File: src/common/i2cm_pkg.sv
// Overview of operation
// - Manual mode: data line pulled low when manual data bit is 0, else released.
// - Manual mode: clock line pulled low when manual clock bit is 0, else released.
// - Control bit 22 selects manual mode; lines follow manual bits, not the engine.
// - Control bit 25 reads back the sampled clock line level.
// - Divisor field 21:12, reset 0x142, sets a quarter bus period in clocks.
// - Field 11:8 counts bytes received in the run; one means byte one valid.
// - Field 7:4 shows the index of the step being executed.
// - Error bit 3 sets on write NACK when checked; clears a clock after start.
// - Any error makes the engine place a stop condition and end the run.
// - Busy bit 2 is 1 while running, set the clock after start is seen.
// - Skip-acknowledge bit 1 disables NACK detection on written bytes.
// - Start bit 0 begins the list; clearing it mid-run aborts with a stop.
// - Address bit 28 set: first quarter of each bit slot, clock low, takes its length from field 27:16.
// - Fields 13:11 and 10:8 set clock and data deglitch strength, 0 off.
// - Address field 7:0 holds shifted target address; hardware supplies bit 0.
// - Sixteen 4-bit steps run in order, low list register first, from bit 0.
// - Code 0 ends the list quietly, code 1 sends start, code 6 sends stop.
// - Code 2 sends address with write direction, code 3 with read direction.
// - Code 4 moves one byte in the last address direction; code 5 reads last.
// - Written bytes come in order from the two send registers, lowest first.
// - Received bytes are stored in order into the two receive registers.
// - Control bits 29:28 are the upper two bits of the quarter divisor.
// - Control bit 26 reads back the sampled data line level.
package i2cm_pkg;
  // ----------------------------------------------------------------
  // Register indices (word address)
  // ----------------------------------------------------------------
  localparam logic [15:0] REG_CTRL = 16'h2140;
  localparam logic [15:0] REG_TADDR = 16'h2141;
  localparam logic [15:0] REG_LIST_LO = 16'h2142;
  localparam logic [15:0] REG_LIST_HI = 16'h2143;
  localparam logic [15:0] REG_SEND_LO = 16'h2144;
  localparam logic [15:0] REG_SEND_HI = 16'h2145;
  localparam logic [15:0] REG_RECV_LO = 16'h2146;
  localparam logic [15:0] REG_RECV_HI = 16'h2147;
  // ----------------------------------------------------------------
  // Field positions and reset values
  // ----------------------------------------------------------------
  localparam int C_START = 0;
  localparam int C_ACKIGN = 1;
  localparam int C_DIV_LSB = 12;
  localparam int C_MANUAL = 22;
  localparam int C_MSCL = 23;
  localparam int C_MSDA = 24;
  localparam int C_EXT_LSB = 28;
  localparam int C_JIC = 31;
  localparam logic [9:0] DIV_RESET = 10'h142;
  localparam int A_SDAF_LSB = 8;
  localparam int A_SCLF_LSB = 11;
  localparam int A_LOWT_LSB = 16;
  localparam int A_LOWEN = 28;
  localparam logic [3:0] RX_FULL = 4'h8;
  // ----------------------------------------------------------------
  // Step codes and state types
  // ----------------------------------------------------------------
  localparam logic [3:0] TOK_END = 4'h0;
  localparam logic [3:0] TOK_START = 4'h1;
  localparam logic [3:0] TOK_ADDR_W = 4'h2;
  localparam logic [3:0] TOK_ADDR_R = 4'h3;
  localparam logic [3:0] TOK_DATA = 4'h4;
  localparam logic [3:0] TOK_LAST = 4'h5;
  localparam logic [3:0] TOK_STOP = 4'h6;
  typedef enum logic [1:0] {
    ENG_IDLE = 2'b00, ENG_FETCH = 2'b01, ENG_RUN = 2'b10, ENG_HALT = 2'b11
  } i2cm_eng_t;
  typedef enum logic [1:0] {
    SL_START = 2'b00, SL_BIT = 2'b01, SL_STOP = 2'b10
  } i2cm_slot_t;
endpackage

File: src/hdl/i2cm_engine.sv
`timescale 1ns/100ps
`default_nettype none
module i2cm_engine
  import i2cm_pkg::*;
#(
  parameter int FILT_SHIFT = 2
) (
  input wire logic clk, // System clock
  input wire logic rstn, // Async reset, active low
  input wire logic ce, // Clock enable, freezes all state when low
  input wire logic [15:0] addr, // Register index
  input wire logic [31:0] wdata, // Write data
  input wire logic wr, // Write strobe
  input wire logic rd, // Read strobe
  output logic [31:0] rdata, // Read data, cycle after strobe
  input wire logic sclIn, // Clock line level
  output logic sclOut, // Clock line drive value, always 0
  output logic sclOeN, // Clock line enable, low pulls line low
  input wire logic sdaIn, // Data line level
  output logic sdaOut, // Data line drive value, always 0
  output logic sdaOeN // Data line enable, low pulls line low
);
  // ----------------------------------------------------------------
  // Declarations
  // ----------------------------------------------------------------
  logic [31:0] ctrl_reg, taddr_reg, listLo_reg, listHi_reg;
  logic [31:0] sendLo_reg, sendHi_reg;
  logic [7:0] rxMem [8];
  logic [1:0] syncA, syncB, filt;
  logic [5:0] fcnt [2];
  i2cm_eng_t state_reg;
  i2cm_slot_t slot_reg;
  logic [1:0] quarter_reg;
  logic [11:0] qCnt_reg;
  logic [3:0] bitIdx_reg, tokIdx_reg, rCount_reg;
  logic [2:0] wIdx_reg;
  logic [7:0] shift_reg;
  logic readDir_reg, byteRead_reg, nackLast_reg, isAddr_reg;
  logic err_reg, busy_reg, ending_reg;
  logic engScl_reg, engSda_reg, engScl_next, engSda_next;
  logic [3:0] tok;
  logic [11:0] qLen, lowLen;
  logic bitVal, startOn;

  assign startOn = ctrl_reg[C_START];
  // Divisor field extended by upper bits
  assign qLen = {ctrl_reg[C_EXT_LSB +: 2], ctrl_reg[C_DIV_LSB +: 10]};
  assign lowLen = taddr_reg[A_LOWT_LSB +: 12];
  // Step picked by index, low list first
  assign tok = tokIdx_reg[3] ? listHi_reg[{tokIdx_reg[2:0], 2'b00} +: 4]
                             : listLo_reg[{tokIdx_reg[2:0], 2'b00} +: 4];

  // Reload value for the quarter counter; a zero length still costs one cycle
  function automatic logic [11:0] reloadOf(input logic [11:0] len);
    reloadOf = (len == 12'h000) ? 12'h000 : len - 12'h001;
  endfunction

  // First quarter of a bit slot may be stretched by the custom low time
  function automatic logic [11:0] firstLen(input i2cm_slot_t s,
                                           input logic [31:0] ta,
                                           input logic [11:0] q);
    if (s == SL_BIT && ta[A_LOWEN]) begin
      firstLen = reloadOf(ta[A_LOWT_LSB +: 12]);
    end else begin
      firstLen = reloadOf(q);
    end
  endfunction

  // ----------------------------------------------------------------
  // Software registers
  // ----------------------------------------------------------------
  // Control, address and list storage; status bits are not stored here
  always_ff @(posedge clk or negedge rstn) begin
    if (!rstn) begin
      ctrl_reg <= {10'h000, DIV_RESET, 12'h000};
      taddr_reg <= 32'h0000_0000;
      listLo_reg <= 32'h0000_0000;
      listHi_reg <= 32'h0000_0000;
      sendLo_reg <= 32'h0000_0000;
      sendHi_reg <= 32'h0000_0000;
    end else if (ce && wr) begin
      case (addr)
        // Start and abort bit, with steering bits
        REG_CTRL: ctrl_reg <= wdata & 32'hB1FF_F003;
        REG_TADDR: taddr_reg <= wdata & 32'h1FFF_3FFF;
        REG_LIST_LO: listLo_reg <= wdata;
        REG_LIST_HI: listHi_reg <= wdata;
        REG_SEND_LO: sendLo_reg <= wdata;
        REG_SEND_HI: sendHi_reg <= wdata;
        default: ;
      endcase
    end
  end

  // Read mux; unmapped indices read zero
  always_ff @(posedge clk or negedge rstn) begin
    if (!rstn) begin
      rdata <= 32'h0000_0000;
    end else if (ce && rd) begin
      case (addr)
        REG_CTRL: rdata <= {ctrl_reg[C_JIC], 1'b0, ctrl_reg[29:28], 1'b0,
                            filt[1], filt[0], ctrl_reg[24:12], rCount_reg,
                            tokIdx_reg, err_reg, busy_reg, ctrl_reg[1:0]};
        REG_TADDR: rdata <= taddr_reg;
        REG_LIST_LO: rdata <= listLo_reg;
        REG_LIST_HI: rdata <= listHi_reg;
        REG_SEND_LO: rdata <= sendLo_reg;
        REG_SEND_HI: rdata <= sendHi_reg;
        REG_RECV_LO: rdata <= {rxMem[3], rxMem[2], rxMem[1], rxMem[0]};
        REG_RECV_HI: rdata <= {rxMem[7], rxMem[6], rxMem[5], rxMem[4]};
        default: rdata <= 32'h0000_0000;
      endcase
    end
  end

  // ----------------------------------------------------------------
  // Input synchronisers and deglitch filters
  // ----------------------------------------------------------------
  // Index 0 is the clock line, index 1 the data line. A change must hold
  // for level times four cycles before it is believed; slow edges cost
  // that much extra latency on every sample.
  always_ff @(posedge clk or negedge rstn) begin
    if (!rstn) begin
      syncA <= 2'b11;
      syncB <= 2'b11;
      filt <= 2'b11;
      fcnt[0] <= 6'h00;
      fcnt[1] <= 6'h00;
    end else if (ce) begin
      syncA <= {sdaIn, sclIn};
      syncB <= syncA;
      for (int i = 0; i < 2; i++) begin
        if (syncB[i] == filt[i]) begin
          fcnt[i] <= 6'h00;
        end else if (fcnt[i] >= (6'(i == 0 ? taddr_reg[A_SCLF_LSB +: 3]
                                    : taddr_reg[A_SDAF_LSB +: 3])
                                 << FILT_SHIFT)) begin
          filt[i] <= syncB[i];
          fcnt[i] <= 6'h00;
        end else begin
          fcnt[i] <= fcnt[i] + 6'h01;
        end
      end
    end
  end

  // ----------------------------------------------------------------
  // Bus levels per quarter
  // ----------------------------------------------------------------
  // Value sent in the current bit; release while reading, and on the
  // ninth bit release for a written byte, answer for a read byte
  always_comb begin
    if (bitIdx_reg != 4'h8) begin
      bitVal = byteRead_reg ? 1'b1 : shift_reg[7];
    end else begin
      // ACK data reads, NACK the last read
      bitVal = byteRead_reg ? nackLast_reg : 1'b1;
    end
  end

  // Four quarters; data moves only while clock low, except the start and stop edges
  always_comb begin
    engScl_next = 1'b1;
    engSda_next = 1'b1;
    case (slot_reg)
      SL_START: begin
        // Start: data falls while clock high
        engScl_next = (quarter_reg == 2'd1) || (quarter_reg == 2'd2);
        engSda_next = (quarter_reg == 2'd0) || (quarter_reg == 2'd1);
      end
      SL_BIT: begin
        engScl_next = (quarter_reg == 2'd1) || (quarter_reg == 2'd2);
        // Hold data while the clock falls; the shift lands at that edge
        engSda_next = (quarter_reg == 2'd3) ? engSda_reg : bitVal;
      end
      SL_STOP: begin
        // Stop: data rises while clock high
        engScl_next = (quarter_reg != 2'd0);
        engSda_next = quarter_reg[1];
      end
      default: begin
        engScl_next = 1'b1;
        engSda_next = 1'b1;
      end
    endcase
  end

  // ----------------------------------------------------------------
  // Step list engine
  // ----------------------------------------------------------------
  // Aborts and errors are honoured at slot boundaries only, so a stop
  // never cuts a clock high phase short.
  always_ff @(posedge clk or negedge rstn) begin
    if (!rstn) begin
      state_reg <= ENG_IDLE;
      slot_reg <= SL_STOP;
      quarter_reg <= 2'd3;
      qCnt_reg <= 12'h000;
      bitIdx_reg <= 4'h0;
      tokIdx_reg <= 4'h0;
      rCount_reg <= 4'h0;
      wIdx_reg <= 3'd0;
      shift_reg <= 8'h00;
      readDir_reg <= 1'b0;
      byteRead_reg <= 1'b0;
      nackLast_reg <= 1'b0;
      isAddr_reg <= 1'b0;
      err_reg <= 1'b0;
      busy_reg <= 1'b0;
      ending_reg <= 1'b0;
      for (int i = 0; i < 8; i++) begin
        rxMem[i] <= 8'h00;
      end
    end else if (ce) begin
      // Software may also write the receive words directly
      if (wr && addr == REG_RECV_LO) begin
        for (int i = 0; i < 4; i++) begin
          rxMem[i] <= wdata[8*i +: 8];
        end
      end
      if (wr && addr == REG_RECV_HI) begin
        for (int i = 0; i < 4; i++) begin
          rxMem[i+4] <= wdata[8*i +: 8];
        end
      end
      case (state_reg)
        ENG_IDLE: begin
          if (startOn) begin
            busy_reg <= 1'b1;
            err_reg <= 1'b0;
            tokIdx_reg <= 4'h0;
            rCount_reg <= 4'h0;
            wIdx_reg <= 3'd0;
            ending_reg <= 1'b0;
            state_reg <= ENG_FETCH;
          end
        end
        ENG_FETCH: begin
          quarter_reg <= 2'd0;
          bitIdx_reg <= 4'h0;
          state_reg <= ENG_RUN;
          if (!startOn) begin
            ending_reg <= 1'b1;
            slot_reg <= SL_STOP;
            qCnt_reg <= firstLen(SL_STOP, taddr_reg, qLen);
          end else begin
            case (tok)
              TOK_START: begin
                slot_reg <= SL_START;
                qCnt_reg <= firstLen(SL_START, taddr_reg, qLen);
              end
              TOK_ADDR_W, TOK_ADDR_R: begin
                shift_reg <= {taddr_reg[7:1], tok[0]};
                readDir_reg <= tok[0];
                byteRead_reg <= 1'b0;
                isAddr_reg <= 1'b1;
                slot_reg <= SL_BIT;
                qCnt_reg <= firstLen(SL_BIT, taddr_reg, qLen);
              end
              TOK_DATA, TOK_LAST: begin
                byteRead_reg <= readDir_reg || (tok == TOK_LAST);
                nackLast_reg <= (tok == TOK_LAST);
                isAddr_reg <= 1'b0;
                shift_reg <= wIdx_reg[2]
                  ? sendHi_reg[{wIdx_reg[1:0], 3'b000} +: 8]
                  : sendLo_reg[{wIdx_reg[1:0], 3'b000} +: 8];
                slot_reg <= SL_BIT;
                qCnt_reg <= firstLen(SL_BIT, taddr_reg, qLen);
              end
              TOK_STOP: begin
                slot_reg <= SL_STOP;
                qCnt_reg <= firstLen(SL_STOP, taddr_reg, qLen);
              end
              default: begin
                state_reg <= ENG_HALT;
                busy_reg <= 1'b0;
              end
            endcase
          end
        end
        ENG_RUN: begin
          if (qCnt_reg != 12'h000) begin
            qCnt_reg <= qCnt_reg - 12'h001;
          end else if (quarter_reg != 2'd3) begin
            if (quarter_reg == 2'd2 && slot_reg == SL_BIT) begin
              // Sample at end of clock high
              if (bitIdx_reg != 4'h8) begin
                shift_reg <= {shift_reg[6:0], filt[1]};
              end else if (!byteRead_reg && filt[1] && !ctrl_reg[C_ACKIGN]) begin
                err_reg <= 1'b1;
              end
            end
            quarter_reg <= quarter_reg + 2'd1;
            qCnt_reg <= reloadOf(qLen);
          end else begin
            // End of slot
            quarter_reg <= 2'd0;
            if (slot_reg == SL_STOP && (ending_reg || err_reg)) begin
              state_reg <= ENG_HALT;
              busy_reg <= 1'b0;
            end else if (err_reg || !startOn) begin
              // Error or abort ends with stop
              ending_reg <= 1'b1;
              slot_reg <= SL_STOP;
              qCnt_reg <= firstLen(SL_STOP, taddr_reg, qLen);
            end else if (slot_reg == SL_BIT && bitIdx_reg != 4'h8) begin
              bitIdx_reg <= bitIdx_reg + 4'h1;
              qCnt_reg <= firstLen(SL_BIT, taddr_reg, qLen);
            end else begin
              if (slot_reg == SL_BIT && byteRead_reg) begin
                if (rCount_reg != RX_FULL) begin
                  rxMem[rCount_reg[2:0]] <= shift_reg;
                  rCount_reg <= rCount_reg + 4'h1;
                end
              end else if (slot_reg == SL_BIT && !isAddr_reg) begin
                wIdx_reg <= wIdx_reg + 3'd1;
              end
              if (tokIdx_reg == 4'hF) begin
                state_reg <= ENG_HALT;
                busy_reg <= 1'b0;
              end else begin
                tokIdx_reg <= tokIdx_reg + 4'h1;
                state_reg <= ENG_FETCH;
              end
            end
          end
        end
        ENG_HALT: begin
          // Wait for start low before rearming
          if (!startOn) begin
            state_reg <= ENG_IDLE;
          end
        end
        default: state_reg <= ENG_IDLE;
      endcase
    end
  end

  // ----------------------------------------------------------------
  // Line drivers
  // ----------------------------------------------------------------
  // Engine levels only move while a slot runs; idle holds the last level
  always_ff @(posedge clk or negedge rstn) begin
    if (!rstn) begin
      engScl_reg <= 1'b1;
      engSda_reg <= 1'b1;
    end else if (ce && state_reg == ENG_RUN) begin
      engScl_reg <= engScl_next;
      engSda_reg <= engSda_next;
    end
  end

  // Open drain: enable low pulls low, high releases the line
  always_ff @(posedge clk or negedge rstn) begin
    if (!rstn) begin
      sclOeN <= 1'b1;
      sdaOeN <= 1'b1;
      sclOut <= 1'b0;
      sdaOut <= 1'b0;
    end else if (ce) begin
      if (ctrl_reg[C_MANUAL]) begin
        sclOeN <= ctrl_reg[C_MSCL];
        sdaOeN <= ctrl_reg[C_MSDA];
      end else begin
        sclOeN <= engScl_reg;
        sdaOeN <= engSda_reg;
      end
      sclOut <= 1'b0;
      sdaOut <= 1'b0;
    end
  end

endmodule
`default_nettype wire

File: config.mk
export PLATFORM = sky130hd
export DESIGN_NAME = i2cm_engine
export DESIGN_NICKNAME = d
export VERILOG_FILES = /design/src/common/i2cm_pkg.sv /design/src/hdl/i2cm_engine.sv
export SDC_FILE = /design/constraint.sdc
export NUM_CORES = 1
export LEC_CHECK = 0
export ABC_AREA = 1
export BUFFER_PORTS_ARGS = -buffer_cell sky130_fd_sc_hd__buf_4
export CAP_MARGIN = 20
export CELL_PAD_IN_SITES_DETAIL_PLACEMENT = 1
export CELL_PAD_IN_SITES_GLOBAL_PLACEMENT = 1
export CORE_MARGIN = 3
export CORE_UTILIZATION = 50
export DETAILED_ROUTE_END_ITERATION = 7
export GPL_TIMING_DRIVEN = 0
export PLACE_DENSITY = 0.91
export SLEW_MARGIN = 10
export SYNTH_ARGS = -nofsm -noshare
export SYNTH_HDL_FRONTEND = slang
export SYNTH_SLANG_ARGS = --single-unit
File: constraint.sdc
create_clock -name clk -period 3.3 [get_ports clk]
set_input_delay 0.825 -clock clk [delete_from_list [all_inputs] [get_ports clk]]
set_output_delay 0.825 -clock clk [all_outputs]
set_load 0.1 [all_outputs]
## Yosys cells after proc, flatten, opt, wreduce, memory -nomap -nowiden

Cells that the tools add are included.

| word-level totals | value |
|---|---|
| bits in registers | 339 |
| input bits | 55 |
| output and inout bits | 36 |
| logic and storage cells | 309 |

| cells by class | value |
|---|---|
| $add $sub $neg | 10 |
| magnitude comparators | 4 |
| equality and inequality tests | 59 |
| shift operators | 4 |
| multiplexer cells | 125 |
| bitwise operators | 3 |
| reductions and logical operators | 63 |

Operators by type and width:

| kind | count |
|---|---|
| 64-bit two-way mux | 8 |
| 32-bit case mux with 8 select lines | 1 |
| 16-bit by 14-bit == test with 1-bit output (second input constant) | 8 |
| 32-bit two-way mux | 4 |
| 12-bit two-way mux | 9 |
| 4-bit two-way mux | 20 |
| 64-bit bitwise mux | 1 |
| 32-bit by 6-bit variable part select with 4-bit output | 2 |
| 32-bit by 6-bit variable part select with 8-bit output | 2 |
| 8-bit two-way mux | 7 |
| 2-bit != test (second input constant) | 24 |
| 12-bit case mux with 2 select lines | 2 |
| 12-bit by 1-bit subtractor with 12-bit output (second input constant) | 3 |
| 8-bit case mux with 2 select lines | 2 |
| 2-bit two-way mux | 15 |
| 10-bit AND reduction | 3 |
| 1-bit two-way mux | 28 |
| 8-bit demux with 3-bit select | 1 |
| 12-bit zero test | 2 |
| 3-bit two-way mux | 8 |
| 6-bit two-way mux | 4 |
| 4-bit case mux with 2 select lines | 3 |
| 8-bit AND reduction | 3 |
| 7-bit AND reduction | 3 |
| other kinds (42) | 105 |

## Longest topological paths before layout

Gate-level depths: netlist (run 1).

| depth | value |
|---|---|
| depth in word-level cells | 14 |
| gate-level depth with buffers | 19 |
| depth with buffers taken out | 17 |

## Worst setup path after synthesis (run 1)

No wires, ideal clock.

| path | value |
|---|---|
| kind | input to register |
| start | in addr[15] |
| end | reg rxMem[63] (netlist name) |
| library setup time | 0.130 ns |
| arrival time | 2.267 ns |
| data required time | 3.170 ns |
| slack | 0.903 ns |
| stages | 10 |
| buffers on the path | 2 |
| cell sequence | nor2_1 -> nand3_1 -> nor4_4 -> buf_2 -> nand3_2 -> clkbuf_1 -> nand2_1 -> o211ai_1 -> o211ai_1 -> o21ai_0 |

| on the way | value |
|---|---|
| word-level cells in the longest chain between the ends | 13 |

RTL lines:

| element | line | RTL |
|---|---|---|
| from (decl) | i2cm_engine.sv:11 | `input wire logic [15:0] addr,` |
| 16-bit by 14-bit == test with 1-bit output * | i2cm_engine.sv:216 | `if (wr && addr == REG_RECV_LO) begin` |
| 1-bit logical AND * | i2cm_engine.sv:216 |  |
| 32-bit two-way mux * | i2cm_engine.sv:216 |  |
| 32-bit two-way mux * | i2cm_engine.sv:214 | `end else if (ce) begin` |
| 64-bit bitwise mux | i2cm_engine.sv:312 | `rxMem[rCount_reg[2:0]] <= shift_reg;` |
| 64-bit two-way mux | i2cm_engine.sv:311 | `if (rCount_reg != RX_FULL) begin` |
| 64-bit two-way mux | i2cm_engine.sv:310 | `if (slot_reg == SL_BIT && byteRead_reg) begin` |
| 64-bit two-way mux | i2cm_engine.sv:306 | `end else if (slot_reg == SL_BIT && bitIdx_reg != 4'h8) begin` |
| 64-bit two-way mux | i2cm_engine.sv:301 | `end else if (err_reg \|\| !startOn) begin` |
| 64-bit two-way mux | i2cm_engine.sv:298 | `if (slot_reg == SL_STOP && (ending_reg \|\| err_reg)) begin` |
| 64-bit two-way mux | i2cm_engine.sv:284 | `end else if (quarter_reg != 2'd3) begin` |
| 64-bit two-way mux | i2cm_engine.sv:282 | `if (qCnt_reg != 12'h000) begin` |
| 64-bit two-way mux * | i2cm_engine.sv:226 | `case (state_reg)` |
| to (signal, indexed assignment) | i2cm_engine.sv:218 | `rxMem[i] <= wdata[8*i +: 8];` |
| to (signal, indexed assignment) | i2cm_engine.sv:223 | `rxMem[i+4] <= wdata[8*i +: 8];` |
| to (signal, indexed assignment) | i2cm_engine.sv:312 |  |
| to (decl) | i2cm_engine.sv:28 | `logic [7:0] rxMem [8];` |

Every way passes the cells marked *; elsewhere a longest branch is shown, timed or not. The select of a mux whose other input is x is not followed.
A chain may end at the register's enable or synchronous reset.

## Final worst setup path (run 1)

| path | value |
|---|---|
| start | in addr[5] |
| end | reg rdata[20] |

| on the way | value |
|---|---|
| word-level cells in the longest chain between the ends | 2 |
| elaborated cells between the ends (all ways) | 9 |
| those cells by class | 8 x eq/ne; 1 x mux |

RTL lines:

| element | line | RTL |
|---|---|---|
| 16-bit by 14-bit == test with 1-bit output | i2cm_engine.sv:100 | `case (addr)` |
| 32-bit case mux with 8 select lines * | i2cm_engine.sv:100 |  |
| to (signal assigned) | i2cm_engine.sv:101 | `REG_CTRL: rdata <= {ctrl_reg[C_JIC], 1'b0, ctrl_reg[29:28], 1'b0,` |
| to (signal assigned) | i2cm_engine.sv:104 | `REG_TADDR: rdata <= taddr_reg;` |
| to (signal assigned) | i2cm_engine.sv:105 | `REG_LIST_LO: rdata <= listLo_reg;` |
| to (decl) | i2cm_engine.sv:15 | `output logic [31:0] rdata,` |

Every way passes the cells marked *; elsewhere a longest branch is shown, timed or not.

==> results of run 1 <==
[cell families (layout without fill, tap and decap cells)]
family | after synthesis | in the layout | share of synthesized area
XOR/XNOR | 19 | 19 | 0.00856
AO/OA/AOI/OAI | 721 | 721 | 0.215
AND/OR/NAND/NOR | 1021 | 1021 | 0.224
buffers and inverters | 470 | 639 | 0.0959
flip-flops | 339 | 339 | 0.437
adder cells (fa/ha/maj) | 29 | 29 | 0.0187
multiplexers | 1 | 1 | 0.000579
other | 1 | 4 | 0.000193
[cell usage after synthesis (all sizes together), types with 3 or more instances]
cell type	instances	area, um^2
o2111ai	14	123
dfstp	16	420
inv	323	1220
a21oi	89	445
a21o	16	120
xor2	16	140
o211ai	124	931
a211oi	7	52.6
dfrtp	323	8080
nor2	168	682
o31ai	6	45.0
buf	36	228
nand3	162	873
clkbuf	110	413
o22ai	76	475
nor4	9	86.3
nor3	42	215
ha	29	363
nand4	19	125
xnor2	3	26.3
nand2	617	2340
a31oi	6	37.5
o21ai	375	1880
[repair_timing]
| item | in CTS | in global routing |
|---|---|---|
| setup endpoints to repair | 0 | 7 |
| gates resized for setup | 0 | 2 |
| setup buffers | 0 | 6 |
[layer usage]
metal | wire length (um) | track usage
met2 | 39100 | 0.660
met1 | 34300 | 0.555
met4 | 7390 | 0.299
met5 | 24 | 0
met3 | 9190 | 0.0886
[worst max-delay path: cells and delay by family]
family          cells  cell delay [ns]
simple gates        5             1.43
buf+inv             2             0.49
compound gates      3             0.94
[report_power, final]
part | switching [mW] | internal, mW | total, mW
combinational | 0.975 | 0.423 | 1.40
clock | 1.92 | 2.73 | 4.65
sequential | 0.189 | 4.41 | 4.60
total | 3.09 | 7.56 | 10.6
[final timing paths]
check,cells past startpoint,start,end,slack (ns)
hold / removal,1,rstn,listLo_reg[21],0.22
max in group asynchronous,3,rstn,sendLo_reg[15],1.68
setup / recovery,10,addr[5],rdata[20],0.11
setup reg to reg,9,state_reg[0],qCnt_reg[7],0.29
hold reg to reg,2,engScl_reg,engScl_reg,0.48
min in group clk,3,sclIn,syncA[0],0.47
[per-stage QoR]
| step | utilization | TNS [ns] | power, mW |
|---|---|---|---|
| 2_1_floorplan | - | 0 | 5.45 |
| 3_3_place_gp | 0.545 | -592.18 | 5.92 |
| 3_5_place_dp | 0.548 | -7.09 | 6.02 |
| 4_1_cts | 0.583 | 0 | 10.6 |
| 5_1_grt | 0.584 | 0 | 11.0 |
| 6_report | 0.584 | 0 | 10.6 |
[cell type report]
type	instances	area, um^2
sequential	339	8500
inverter	324	1220
buffer	146	642
clock inverter	11	178
antenna	2	5.00
timing repair buffer	96	788
tap	511	639
fill	4834	15800
multi-input combinational	1793	9070
clock buffer	62	1150
[placed cells by master (no fill, tap or decap), types with 7 or more instances in the layout]
cell       Yosys  routed
clkbuf_1     110     124
nand2_1      611     611
nor4_1         7       7
buf_2         17      17
o21ai_0      367     367
nand4_1       18      18
o211ai_1     124     124
inv_2         17      17
nand3_1      151     151
ha_1          29      29
clkbuf_16      0      40
inv_1        304     304
o2111ai_1     14      14
clkbuf_8       0       7
buf_4          7      99
nor2_1       159     159
dfrtp_1      323     323
a211oi_1       7       7
a21oi_1       89      89
nor3_1        41      41
o21ai_1        7       7
xor2_1        16      16
dfstp_2       16      16
a21o_1        16      16
nand3_2       10      10
o22ai_1       76      76
==> out/metrics.cfg, run 1 <==
[run_status]
status=finished clean

[die]
ioPinCount=91
start_util=0.511
die_h_um=203
fp-row-count=71
die_x_um=203
core_area_um2=38000
die-area_um2=41300

[cts]
clock-sinks=339
cts.clk_slew.worst_paths_ns=0.06
cts_buffers=40
cts_tree=yes
clockBufferDepth=3
insertion_delay_ns=0.59
hold_buffers=0
cts-root-buf=clkbuf_16
htreeDepth=2

[timing]
worst_pin_slew_ns=1.13
min_period_ns=3.19
fin_crit_sh=0.966
setup_ws_ns=0.113
hold_slack_ns=0.222
hold_viol=0
fmax_ghz=0.314
maxSlewViolCount=0
rsz0062_at_grt=false
maxSlewHeadroom=0.250
final-setup-viol-count=0
finalClockSkew_ns=0.0285

[setup_path]
critPathMaxStageDelay_ns=0.62
worst_setup_path_start_kind=primary input
endpoint_kind=flop
worstSetupPathType=primary input to flop
worst-path-max-fanout=10
cp_common_cell=nor2_1
critical_path.slowest_cell=o22ai_1
required_ns=3.82
cp_cell_sequence=buf_4 -> nor2_1 -> nand3b_1 -> nor3_1 -> nand2_1 -> clkbuf_1 -> o22ai_1 -> nor2_1 -> a21oi_1 -> a21o_1
crit_arrival_ns=3.71

[drt]
drtAntennaViolNets=0
drt-initial-drc-count=2253
drt-total-wl_um=90000
drt_first_pass_iters=7
wire_per_inst_um=27.4
drc_errors=0
vias=21100
via_per_inst=6.41

[global_route]
grt_overflow=0
antenna_found_initial=8
grt_pass1_wl_um=135000
grt_max_degree=93
first_global_vias=21800
grt_use_total=0.433

[logic_synthesis]
yosysSeqAreaShare=0.437
avgSynthCellArea_um2=7.47
synthCells=2601
synthesis.area_um2=19400
yosys_warnings=0
synthFlopType=dfrtp_1
postSynth.asyncResetShare=1.00
synth_cell_types=52
synth-edff-count=0
ys_ff_latch=339

[finish]
regMostFlops=rxMem
syn2layout_area_growth_pct=14.2
drive_gt1_frac=0.0917
largest_register_ff_count=64
final_nets=2824
final_area_um2=22200
layout.cells.non_filler=3284

[flow_run]
cap_violations=0

[place]
post-place-ws_ns=-0.437
gp_congestion=1.01
place_inst=3203
dp_hpwl_um=65500
port_buffers=87
placed_area_um2=20800

[power]
power_density_nw_per_um2=480
p_leak_nw=10.0
ir_drop_v=0.000421

[hold_path]
hp-class=primary input to asynchronous set/reset pin

Power figures use the tool's default switching activity.
==> run 2: changes to the inputs <==
Settings changed: REMOVE_ABC_BUFFERS set to 1.
==> run 2 against run 1 <==
  * Sequential share of layout area increased by 0.18 points
  * Die area is the same
  * Worst hold slack got worse by 0.035 ns
  * Setup slack lost 0.085 ns
  * Cell area down 0.38%
  * Critical path depth rose by 1
  * Wire length down 13%
  * Critical endpoint is now rdata[2]
==> out/metrics.cfg, run 2 (same netlist as run 1, synthesis figures left out) <==
[cts]
cts-root-buf=clkbuf_16  ; unchanged
clockBufferDepth=3  ; unchanged
cts_tree=yes  ; unchanged
insertion_delay_ns=0.58  ; was 0.59 ns
cts.clk_slew.worst_paths_ns=0.05  ; was 0.06 ns
cts_buffers=40  ; unchanged
clock-sinks=339  ; unchanged
hold_buffers=0  ; unchanged
htreeDepth=2  ; unchanged

[setup_path]
cp_cell_sequence=buf_4 -> nor2_1 -> nand3b_1 -> nor4_1 -> nand2_4 -> clkinvlp_4 -> buf_4 -> nand2_1 -> nand3_1 -> nor3_1 -> o21ai_0  ; was buf_4 -> nor2_1 -> nand3b_1 -> nor3_1 -> nand2_1 -> clkbuf_1 -> o22ai_1 -> nor2_1 -> a21oi_1 -> a21o_1
worst-path-max-fanout=21  ; was 10
worstSetupPathType=primary input to flop  ; unchanged
required_ns=3.76  ; was 3.82 ns
crit_arrival_ns=3.74  ; was 3.71 ns
endpoint_kind=flop  ; unchanged
r2r.worst_path.cells=16  ; was 9
critical_path.slowest_cell=nor4_1  ; was o22ai_1
critPathMaxStageDelay_ns=0.69  ; was 0.62 ns
cp_common_cell=buf_4  ; was nor2_1
worst_setup_path_start_kind=primary input  ; unchanged

[die]
die_h_um=203  ; unchanged
die-area_um2=41300  ; unchanged
core_area_um2=38000  ; unchanged
ioPinCount=91  ; unchanged
start_util=0.511  ; unchanged
fp-row-count=71  ; unchanged
die_x_um=203  ; unchanged

[global_route]
antenna_found_initial=0  ; was 8
grt_pass1_wl_um=121000  ; was 135,000 um
grt_overflow=0  ; unchanged
grt_max_degree=146  ; was 93
gr-usage-met2=0.602  ; was 0.660
first_global_vias=21300  ; was 21,800
grt_use_met3=0.0589  ; was 0.0886
use_met1=0.481  ; was 0.555
grt_use_total=0.375  ; was 0.433
top_usage_layer=met2  ; unchanged

[place]
place_inst=3072  ; was 3,203
port_buffers=88  ; was 87
gp_congestion=0.907  ; was 1.01
dp_hpwl_um=50600  ; was 65,500 um
post-place-ws_ns=-1.85  ; was -0.437 ns

[finish]
final_cell_mix=nand2_1 (599), o21ai_0 (367), dfrtp_1 (320)  ; was nand2_1 (611), o21ai_0 (367), dfrtp_1 (323)
diodes=0  ; was 2
mostFrequentLayoutCell=nand2_1  ; unchanged
largest_register_ff_count=64  ; unchanged
final_nets=2700  ; was 2,824
syn2layout_area_growth_pct=13.8  ; was 14.2%
layout.cells.non_filler=3158  ; was 3,284
drive_gt1_frac=0.106  ; was 0.0917
regMostFlops=rxMem  ; unchanged

[drt]
wire_per_inst_um=24.7  ; was 27.4 um
drt-total-wl_um=77900  ; was 90,000 um
vias=20200  ; was 21,100
drc_errors=0  ; unchanged
drt-initial-drc-count=1939  ; was 2,253
via_per_inst=6.39  ; was 6.41
drtAntennaViolNets=0  ; unchanged
drt_first_pass_iters=6  ; was 7

[timing]
final-setup-viol-count=0  ; unchanged
fin_crit_sh=0.992  ; was 0.966
rsz0062_at_grt=true  ; was false
min_period_ns=3.27  ; was 3.19 ns
finalClockSkew_ns=0.0316  ; was 0.0285 ns
hold_viol=0  ; unchanged
maxSlewHeadroom=0.237  ; was 0.250
setup_ws_ns=0.0276  ; was 0.113 ns
hold_slack_ns=0.187  ; was 0.222 ns
fin_tns_setup_ns=0  ; unchanged
fmax_ghz=0.306  ; was 0.314 GHz
maxSlewViolCount=0  ; unchanged
worst_pin_slew_ns=1.14  ; was 1.13 ns

[power]
ir_drop_v=0.000462  ; was 0.000421 V
p_leak_nw=10.1  ; was 10.0 nW
power_density_nw_per_um2=477  ; was 480 nW/um^2

[hold_path]
hp-class=primary input to asynchronous set/reset pin  ; unchanged

[run_status]
status=finished clean  ; unchanged

[flow_run]
cap_violations=0  ; unchanged

[run 2: cell types whose count changed in the layout (fill, tap and decap cells not counted), sizes merged]
cell and delta:
buf -14, bufinv -1, clkbuf -114, clkinv +6, clkinvlp -1, diode -2
[run 2: worst paths after layout]
kind | from | endpoint | slack (ns)
max in group asynchronous | rstn | sendHi_reg[10] | 1.58
min in group clk | syncA[0] | syncA[0] | 0.47
max reg2reg | tokIdx_reg[3] | qCnt_reg[1] | 0.13
max | addr[5] | rdata[2] | 0.03
min | rstn | taddr_reg[16] | 0.19
min reg2reg | syncA[0] | syncA[0] | 0.47
[run 2: layout make-up]
type / instances / area [um^2]
fill: 4816 / 15900
multi-input combinational: 1793 / 9230
sequential: 339 / 8510
inverter: 324 / 1240
clock buffer: 58 / 1180
timing repair buffer: 118 / 1150
tap: 511 / 639
clock inverter: 15 / 168
[run 2: report_power, final]
part           switching [mW]  internal (mW)  leakage [nW]  total (mW)
clock network            1.91           2.72         0.669        4.63
logic                   0.882          0.422          4.91        1.30
registers               0.208           4.41          4.50        4.62
total                    3.00           7.55          10.1        10.6
[run 2: timing repair]
| item | CTS | global route |
|---|---|---|
| gates resized for setup | 16 | 10 |
| gates cloned | 0 | 0 |
| pin swaps | 1 | 4 |
| setup buffers | 4 | 9 |
| setup endpoints to repair | 183 | 82 |
[run 2: worst max-delay path, delay by kind of cell]
kind | cells | cell delay (ns)
simple gates | 7 | 2.03
buf+inv | 3 | 0.69
compound gates | 1 | 0.18
[run 2: per-layer routing]
layer | share of wire | vias to the layer above
met3 | 0.081 | 339
li1 | - | 8730
met2 | 0.46 | 1040
met4 | 0.067 | 0
met5 | 0 | -
met1 | 0.39 | 10100
[run 2: through the flow]
step           instance area [um^2]  power (mW)  utilization
2_1_floorplan                 18800        5.41            -
3_3_place_gp                  20100        5.82        0.529
3_5_place_dp                  20600        5.94        0.541
4_1_cts                       22000        10.5        0.579
5_1_grt                       22100        10.9        0.582
6_report                      22100        10.6        0.582
